File: config.mk
export PLATFORM = sky130hd
export DESIGN_NAME = mbrd_decoder
export DESIGN_NICKNAME = d
export VERILOG_FILES = /design/src/inc/mbrd_pkg.sv /design/src/mbrd_decoder.sv
export SDC_FILE = /design/constraint.sdc
export NUM_CORES = 1
export LEC_CHECK = 0
export BUFFER_PORTS_ARGS = -buffer_cell sky130_fd_sc_hd__buf_2
export CORE_AREA = 2 2 241 243
export DETAILED_ROUTE_END_ITERATION = 7
export DIE_AREA = 0 0 243 245
export GPL_ROUTABILITY_DRIVEN = 0
export PLACE_DENSITY = 0.41
export SLEW_MARGIN = 20
export SYNTH_ARGS = -nofsm -noshare
export SYNTH_HDL_FRONTEND = slang
export SYNTH_SLANG_ARGS = --single-unit
File: constraint.sdc
create_clock -name mclk -period 6.3 [get_ports mclk]
set_input_delay 0.315 -clock mclk [delete_from_list [all_inputs] [get_ports mclk]]
set_output_delay 0.315 -clock mclk [all_outputs]
set_load 0.03 [all_outputs]
File: src/inc/mbrd_pkg.sv
/*
 package for the register-map decoder: register numbers, data-type sizes,
 command codes, packed request/answer carriers.
 assumes a framing layer outside that delivers decoded register accesses.
*/
package mbrd_pkg;
    // data type sizes in registers
    localparam int unsigned REGS_TWO_REGISTER_FLOAT = 2;
    localparam int unsigned REGS_SINGLE_REGISTER_FLOAT = 1;
    localparam int unsigned REGS_UNSIGNED_WORD = 1;
    localparam int unsigned REGS_UNSIGNED_LONG = 2;
    localparam int unsigned REGS_PACKED_CHAR_PAIR = 1;
    // function codes
    localparam logic [7:0] FC_READ = 8'h03;
    localparam logic [7:0] FC_WRITE = 8'h10;
    // exception codes
    localparam logic [7:0] EXC_NONE = 8'h00;
    localparam logic [7:0] EXC_FUNC = 8'h01;
    localparam logic [7:0] EXC_ADDR = 8'h02;
    localparam logic [7:0] EXC_DEVICE = 8'h04;
    // message limits
    localparam logic [7:0] MAX_REGS_16 = 8'h7d;
    // register numbers (message address directly)
    localparam logic [15:0] REG_CMD = 16'h0046;
    localparam logic [15:0] REG_CMD_ARG = 16'h0047;
    localparam logic [15:0] REG_SYS_BASE = 16'h03e8;
    localparam logic [15:0] REG_NAME_BASE = 16'h00f0;
    localparam logic [15:0] REG_NAME_LAST = 16'h00f9;
    localparam logic [15:0] REG_FLOAT_BASE = 16'h1f40;
    localparam logic [15:0] REG_LONG_BASE = 16'h1f42;
    localparam logic [15:0] REG_FLOAT32_BASE = 16'h1b58;
    localparam logic [15:0] REG_CMD_RESET = 16'h0000;
    localparam logic [7:0] PAD_CHAR = 8'hff;
    localparam int unsigned NAME_REGS = 10;
    // configuration words served from register 1000 on
    localparam logic [15:0] SYS_REGS = 16'd18;
    // command codes
    localparam logic [15:0] CMD_POLL_ROLL = 16'd20000;
    localparam logic [15:0] CMD_CLR_ALL_TOT = 16'd30000;
    localparam logic [15:0] CMD_CLR_RUN1_TOT = 16'd30001;
    localparam logic [15:0] CMD_CLR_TURB1 = 16'd30003;
    localparam logic [15:0] CMD_CLR_TURB2 = 16'd30004;
    localparam logic [15:0] CMD_CLR_ALL_LATCH = 16'd30050;
    localparam logic [15:0] CMD_CLR_LATCH1 = 16'd30051;
    localparam logic [15:0] CMD_ADD_PULSES = 16'd30061;
    localparam logic [15:0] CMD_CLR_ALL_ALARM = 16'd30100;
    localparam logic [15:0] CMD_CLR_RUN_ALARM = 16'd30101;
    localparam logic [15:0] CMD_CLR_IN_ALARM = 16'd30102;
    localparam logic [15:0] CMD_DEFAULTS = 16'd40000;
    localparam logic [15:0] CMD_WATCHDOG = 16'd40040;
    localparam logic [15:0] CMD_PART_ARCHIVE = 16'd50050;

    // one register access from the framing layer
    typedef struct packed {
        logic valid;
        logic [7:0] func;
        logic [15:0] addr;
        logic [15:0] wdata;
    } mbrd_req_t;

    // answer to one register access
    typedef struct packed {
        logic valid;
        logic [15:0] rdata;
        logic [7:0] exc;
    } mbrd_rsp_t;

    // one-cycle function strobes toward the flow engine
    typedef struct packed {
        logic poll_roll;
        logic clr_all_tot;
        logic clr_run1_tot;
        logic clr_turb1;
        logic clr_turb2;
        logic clr_all_latch;
        logic clr_latch1;
        logic add_pulses;
        logic clr_all_alarm;
        logic clr_run_alarm;
        logic clr_in_alarm;
        logic load_defaults;
        logic watchdog_reset;
        logic part_archive;
    } mbrd_cmd_t;

    // all state of the decoder
    typedef struct packed {
        logic [15:0] cmd;
        logic [15:0] cmd_arg;
        mbrd_rsp_t rsp;
        mbrd_cmd_t strobe;
        logic [15:0] pulse_count;
    } mbrd_state_t;
endpackage

File: src/mbrd_decoder.sv
/*
 register-map front end: answers decoded register reads and writes,
 formats multi-register values, pads strings and decodes control commands.
 assumes a framing layer on mclk delivering one request per valid pulse,
 and data sources on mclk that stand stable while read.
*/
// What this block does
// RQ1 - fixed register counts per data type
// RQ2 - most significant word sits first
// RQ3 - unsigned word fits one register
// RQ4 - two chars per register, first high
// RQ5 - device name spans ten registers
// RQ6 - unused string characters read 0xff
// RQ7 - read-only refuse writes, read/write accept both
// RQ8 - blocks start at fixed register numbers
// RQ9 - register number equals message address
// RQ10 - control register decodes written command codes
// RQ11 - 20000 rolls polling totals over
// RQ12 - 30000 all totals, 30001 run one
// RQ13 - 30003/30004 clear turbine totals
// RQ14 - 30050 all latches, 30051 latch one
// RQ15 - 30061 adds second control register pulses
// RQ16 - 30100/30101/30102 clear alarm states
// RQ17 - defaults, watchdog reset, partial archive
// RQ18 - polling allowed only when unrestricted
// RQ19 - reads 03h, writes 10h only
// RQ20 - at most 125 registers per message
// RQ21 - unknown codes trigger nothing
// RQ22 - read-only writes refused with exception
`timescale 1ns/1ps
`default_nettype none
module mbrd_decoder (
    input wire logic mclk,
    input wire logic srst,
    input wire mbrd_pkg::mbrd_req_t req,
    input wire logic [7:0] req_count,
    input wire logic port_unrestricted,
    input wire logic [15:0] sys_words [0:17],
    input wire logic [7:0] name_chars [0:19],
    input wire logic [4:0] name_len,
    input wire logic [31:0] flow_float,
    input wire logic [31:0] flow_long,
    output mbrd_pkg::mbrd_rsp_t rsp,
    output mbrd_pkg::mbrd_cmd_t cmd_strobe,
    output logic [15:0] pulse_add_count
);
    // registered and next state
    mbrd_pkg::mbrd_state_t state_q;
    mbrd_pkg::mbrd_state_t state_d;
    // decode helpers
    logic is_read;
    logic is_write;
    logic [15:0] name_idx;
    logic [15:0] sys_idx;
    logic [4:0] char_hi;
    logic [4:0] char_lo;
    // message size inside the legal range
    logic ok_count;
    // an accepted write of the control register
    logic cmd_wr_ok;
    // an accepted read
    logic rd_ok;

    // request classification and index arithmetic
    always_comb begin
        // RQ19 - function code filter
        is_read = req.valid && (req.func == mbrd_pkg::FC_READ);
        is_write = req.valid && (req.func == mbrd_pkg::FC_WRITE);
        // RQ9 - address used as is
        name_idx = req.addr - mbrd_pkg::REG_NAME_BASE;
        sys_idx = req.addr - mbrd_pkg::REG_SYS_BASE;
        // RQ4 - earlier char in high byte
        // index kept at five bits so registers 8 and 9 reach chars 16..19
        char_hi = {name_idx[3:0], 1'b0};
        char_lo = {name_idx[3:0], 1'b1};
        // accepted accesses, for the checks below
        ok_count = (req_count != 8'h00) && (req_count <= mbrd_pkg::MAX_REGS_16);
        rd_ok = is_read && port_unrestricted && ok_count;
        cmd_wr_ok = is_write && port_unrestricted && ok_count &&
            (req.addr == mbrd_pkg::REG_CMD);
    end

    // next-state logic
    always_comb begin
        state_d = state_q;
        // strobes last one cycle
        state_d.strobe = '0;
        state_d.rsp = '0;
        if (req.valid) begin
            state_d.rsp.valid = 1'b1;
            state_d.rsp.exc = mbrd_pkg::EXC_NONE;
            if (!port_unrestricted) begin
                // RQ18 - restricted port refused
                state_d.rsp.exc = mbrd_pkg::EXC_DEVICE;
            end else if (!is_read && !is_write) begin
                state_d.rsp.exc = mbrd_pkg::EXC_FUNC;
            end else if (req_count > mbrd_pkg::MAX_REGS_16 || req_count == 8'h00) begin
                // RQ20 - message length limit
                state_d.rsp.exc = mbrd_pkg::EXC_ADDR;
            end else if (is_write) begin
                // RQ7 - only read/write registers store
                if (req.addr == mbrd_pkg::REG_CMD) begin
                    state_d.cmd = req.wdata;
                    // RQ10 - command decode on write
                    unique case (req.wdata)
                        // RQ11 - polling rollover
                        mbrd_pkg::CMD_POLL_ROLL: state_d.strobe.poll_roll = 1'b1;
                        // RQ12 - total clears
                        mbrd_pkg::CMD_CLR_ALL_TOT: state_d.strobe.clr_all_tot = 1'b1;
                        mbrd_pkg::CMD_CLR_RUN1_TOT: state_d.strobe.clr_run1_tot = 1'b1;
                        // RQ13 - turbine clears
                        mbrd_pkg::CMD_CLR_TURB1: state_d.strobe.clr_turb1 = 1'b1;
                        mbrd_pkg::CMD_CLR_TURB2: state_d.strobe.clr_turb2 = 1'b1;
                        // RQ14 - latch clears
                        mbrd_pkg::CMD_CLR_ALL_LATCH: state_d.strobe.clr_all_latch = 1'b1;
                        mbrd_pkg::CMD_CLR_LATCH1: state_d.strobe.clr_latch1 = 1'b1;
                        // RQ15 - pulse add with argument
                        mbrd_pkg::CMD_ADD_PULSES: begin
                            state_d.strobe.add_pulses = 1'b1;
                            state_d.pulse_count = state_q.cmd_arg;
                        end
                        // RQ16 - alarm clears
                        mbrd_pkg::CMD_CLR_ALL_ALARM: state_d.strobe.clr_all_alarm = 1'b1;
                        mbrd_pkg::CMD_CLR_RUN_ALARM: state_d.strobe.clr_run_alarm = 1'b1;
                        mbrd_pkg::CMD_CLR_IN_ALARM: state_d.strobe.clr_in_alarm = 1'b1;
                        // RQ17 - system functions
                        mbrd_pkg::CMD_DEFAULTS: state_d.strobe.load_defaults = 1'b1;
                        mbrd_pkg::CMD_WATCHDOG: state_d.strobe.watchdog_reset = 1'b1;
                        mbrd_pkg::CMD_PART_ARCHIVE: state_d.strobe.part_archive = 1'b1;
                        // RQ21 - unknown code stored, fires no strobe
                        default: state_d.strobe = '0;
                    endcase
                end else if (req.addr == mbrd_pkg::REG_CMD_ARG) begin
                    state_d.cmd_arg = req.wdata;
                end else begin
                    // RQ22 - read-only or unmapped write refused
                    state_d.rsp.exc = mbrd_pkg::EXC_ADDR;
                end
            end else begin
                // RQ8 - block decode by starting number
                if (req.addr == mbrd_pkg::REG_CMD) begin
                    // RQ3 - whole word in one register
                    state_d.rsp.rdata = state_q.cmd;
                end else if (req.addr == mbrd_pkg::REG_CMD_ARG) begin
                    state_d.rsp.rdata = state_q.cmd_arg;
                end else if (req.addr >= mbrd_pkg::REG_SYS_BASE &&
                             sys_idx < mbrd_pkg::SYS_REGS) begin
                    state_d.rsp.rdata = sys_words[sys_idx[4:0]];
                end else if (req.addr >= mbrd_pkg::REG_NAME_BASE &&
                             req.addr <= mbrd_pkg::REG_NAME_LAST) begin
                    // RQ5 - ten registers, twenty chars
                    // RQ6 - pad past string end
                    state_d.rsp.rdata[15:8] = (char_hi < name_len) ?
                        name_chars[char_hi] : mbrd_pkg::PAD_CHAR;
                    state_d.rsp.rdata[7:0] = (char_lo < name_len) ?
                        name_chars[char_lo] : mbrd_pkg::PAD_CHAR;
                end else if (req.addr == mbrd_pkg::REG_FLOAT_BASE) begin
                    // RQ2 - high word first
                    state_d.rsp.rdata = flow_float[31:16];
                end else if (req.addr == mbrd_pkg::REG_FLOAT_BASE + 16'h0001) begin
                    // RQ1 - two-register float low word
                    state_d.rsp.rdata = flow_float[15:0];
                end else if (req.addr == mbrd_pkg::REG_LONG_BASE) begin
                    state_d.rsp.rdata = flow_long[31:16];
                end else if (req.addr == mbrd_pkg::REG_LONG_BASE + 16'h0001) begin
                    state_d.rsp.rdata = flow_long[15:0];
                end else begin
                    state_d.rsp.exc = mbrd_pkg::EXC_ADDR;
                end
            end
        end
    end

    // state register
    always_ff @(posedge mclk) begin
        if (srst) begin
            state_q <= '0;
        end else begin
            state_q <= state_d;
        end
    end

    // outputs straight from flops
    assign rsp = state_q.rsp;
    assign cmd_strobe = state_q.strobe;
    assign pulse_add_count = state_q.pulse_count;
endmodule
`default_nettype wire

==> flow_summary_export.csv <==
group,metric,value,unit
synthesis,muxShareOfSynthArea,0.435,
global_routing,overflow,0,
worst_setup_path,path_cells,"buf_4 > nand2_1 > or3_1 > nor4_4 > nand4_2 > mux2i_1 > nor2_1",
layout,final_common_cell,"buf_2",
synthesis,avgSynthCellArea,9.99,um^2
synthesis,netlist_area,8240,um^2
clock_network,cts_sinks,82,
global_routing,grt_max_degree,102,
synthesis,synth_xor_area_frac,0.00106,
worst_setup_path,worstSetupStartpointType,"input port",
die,start_util,0.144,
sta,fin_skew,0.00567,ns
die,die_h,245,um
placement,dp_hpwl,43700,um
worst_setup_path,crit_path_max_fanout,48,
pwr,power.density,138,nW/um^2
clock_network,postCtsSetupBuffers,0,
pwr,internal_power,1.13,mW
die,core,57000,um^2
sta,fin_crit_sh,0.502,
drt,drc,0,
synthesis,yosysTopAreaCell,"mux4_2",
synthesis,async_reset_ff_frac,0,
synthesis,synth_top_area_frac,0.306,
sta,tightest_slew,1.06,ns
die,num_rows,88,
worst_setup_path,worstPathArrival,3.35,ns
pwr,pwr-share-clk,0.321,
drt,wl_per_cell,23.8,um
drt,first_pass_iters,5,
clock_network,worstSkewPairLatency,0.34,ns
pwr,p_total,1.65,mW
sta,whs,0.203,ns
worst_setup_path,cpLargestDelayFamily,"simple AND/OR/NAND/NOR gates",
clock_network,cts_tree,"built",
layout,multi_input_area,5840,um^2
drt,vias_per_cell,4.30,
drt,postRouteAntennaNets,0,
sta,fmax,0.316,GHz
synthesis,yosysSeqAreaShare,0.199,
worst_setup_path,rr_startpoint,"state_q[62]",
worst_setup_path,critPathKind,"in2reg",
global_routing,grt_pass1_wl,69200,um
worst_setup_path,cp_slowest_stage_delay,0.76,ns
pwr,seq_power_share,0.315,
sta,hold_viol,0,
layout,nFillCells,6427,
synthesis,synth-main-ff-cell,"dfxtp_1",
synthesis,synth.area.top_cells,"mux4_2 (31%), dfxtp_1 (20%), mux2i_1 (11%)",
worst_setup_path,required,6.49,ns
worst_setup_path,critical_path_buf_inv_count,1,
synthesis,synth_compound_area_frac,0.114,
synthesis,synth_top_family_by_area,"multiplexers",
clock_network,numCtsBuffers,9,
sta,max_slew_margin,0.291,
pwr,power.leakage,5.31,nW
sta,setup_viol,0,
clock_network,clock-root-buffer,"clkbuf_16",
sta,drv_slew,0,
die,die_width,243,um
synthesis,synth_cell_types,56,
layout,regArea,1640,um^2
hold_path,hp-start,"port_unrestricted",
sta,rsz0062_at_grt,"false",
layout,drive_gt1_frac,0.579,
synthesis,ys_ff_latch,82,
worst_setup_path,end_kind,"flop",
clock_network,htree_levels,3,
pwr,comb_power_share,0.364,
sta,timing.setup.tns,0,ns
layout,finish.net_count,1914,
synthesis,synth-simple-area-share,0.144,
sta,finalCriticalPeriod,3.16,ns
clock_network,clock_path_buffers,2,
layout,final_cell_mix,"buf_2 (615), mux4_2 (112), nand2_1 (92)",
synthesis,ys_warn_count,0,
layout,fin_area,11900,um^2
drt,drt_iter0_drc,446,
global_routing,grt_pass1_vias,9438,
worst_setup_path,slowest_stage,"nand4_2",
worst_setup_path,crit_start,"req[18]",
hold_path,worstHoldPathType,"in2reg",
pwr,vdd_ir_drop_max,0.123,mV
drt,vias,9089,
synthesis,synthCells,824,
die,die_area,59500,um^2
synthesis,synth-edff-count,0,
global_routing,grt_usage,0.161,
global_routing,antenna_found_initial,18,
pwr,sw_frac_of_total,0.312,
clock_network,path_clk_slew,0.06,ns
placement,io_buffers,618,
die,io_pins,624,
pwr,switchingPower,514,uW
layout,syn2layout_area_growth,45.0,%
drt,routed_wl,50200,um
synthesis,synth_fa_ha_area_frac,0.0106,
status,run_status,"complete, no violations",
clock_network,hold_buffers,0,
clock_network,cts_resized,0,
run,drv_cap,0,
placement,placed_area,11600,um^2
-- power by group through the flow --
| stage | clock [mW] | combinational (mW) | sequential (mW) |
|---|---|---|---|
| after floorplan | 0 | 0.295 | 0.531 |
| after global placement | 0 | 0.608 | 0.531 |
| after detailed placement | 0 | 0.613 | 0.531 |
| after CTS | 0.550 | 0.615 | 0.519 |
| after global routing | 0.572 | 0.649 | 0.519 |
| final | 0.528 | 0.600 | 0.519 |
-- sequential cells by signal, indices dropped and copies added (netlist names) --
register / flops
state_q: 32
rsp: 20
pulse_add_count: 16
cmd_strobe: 14
-- layout make-up --
class | instances | share of cell area
multi-input cells | 613 | 0.490
flip-flops and latches | 82 | 0.137
well taps | 765 | 0.0802
clock buffers | 12 | 0.0198
clock inverters | 4 | 0.00440
inverters | 10 | 0.00314
repair buffers | 622 | 0.264
diodes | 6 | 0.00126
-- path summary, 6_finish.rpt --
kind,end,slack [ns],cells after the start
max,pulse_add_count[12],3.14,7
min,rsp[2],0.20,2
max reg2reg,rsp[15],5.11,3
min reg2reg,state_q[80],0.45,2
-- layer usage --
metal | part of all wire | global-route usage | vias up
met5 | 0.0017 | 0 | -
met4 | 0.017 | 0.0352 | 12
met3 | 0.050 | 0.0282 | 57
met2 | 0.51 | 0.283 | 383
met1 | 0.42 | 0.207 | 4459
li1 | - | - | 4178
-- synthesized netlist by cell type, types with 3 or more instances --
| cell type | n |
|---|---|
| mux4_2 | 112 |
| nand2_1 | 92 |
| mux2i_1 | 88 |
| dfxtp_1 | 82 |
| nor2_1 | 61 |
| a21oi_1 | 60 |
| buf_4 | 60 |
| clkbuf_1 | 30 |
| buf_2 | 22 |
| mux2_2 | 16 |
| o22ai_1 | 16 |
| o21ai_0 | 15 |
| nand3_1 | 14 |
| nor4_1 | 11 |
| a211oi_1 | 10 |
| nand2b_1 | 10 |
| nor3_1 | 10 |
| a221o_1 | 9 |
| a22o_1 | 9 |
| inv_1 | 9 |
| buf_1 | 8 |
| o221ai_1 | 8 |
| ha_1 | 7 |
| o2111ai_1 | 7 |
| nor4b_1 | 5 |
| and2_1 | 4 |
| nand4_1 | 4 |
| nand4b_1 | 4 |
| nor2b_1 | 4 |
| nand3b_1 | 3 |
| nor3b_1 | 3 |
| nor4_4 | 3 |
| or3_1 | 3 |
-- metrics by stage --
stage / worst slack (ns) / utilization / cells
after floorplan: 3.63 / - / 828
after global placement: 2.79 / 0.204 / 2092
after detailed placement: 2.72 / 0.204 / 2092
after CTS: 3.09 / 0.209 / 2108
after global routing: 2.76 / 0.209 / 2113
final: 3.14 / 0.209 / 2114
-- logic make-up after synthesis --
group | count (synthesis)
XOR/XNOR | 1
flip-flops | 82
buffers and inverters | 133
AO/OA/AOI/OAI | 145
other | 1
AND/OR/NAND/NOR | 239
multiplexers | 216
adder cells (fa/ha/maj) | 7
(Power assumes the default switching activity.)
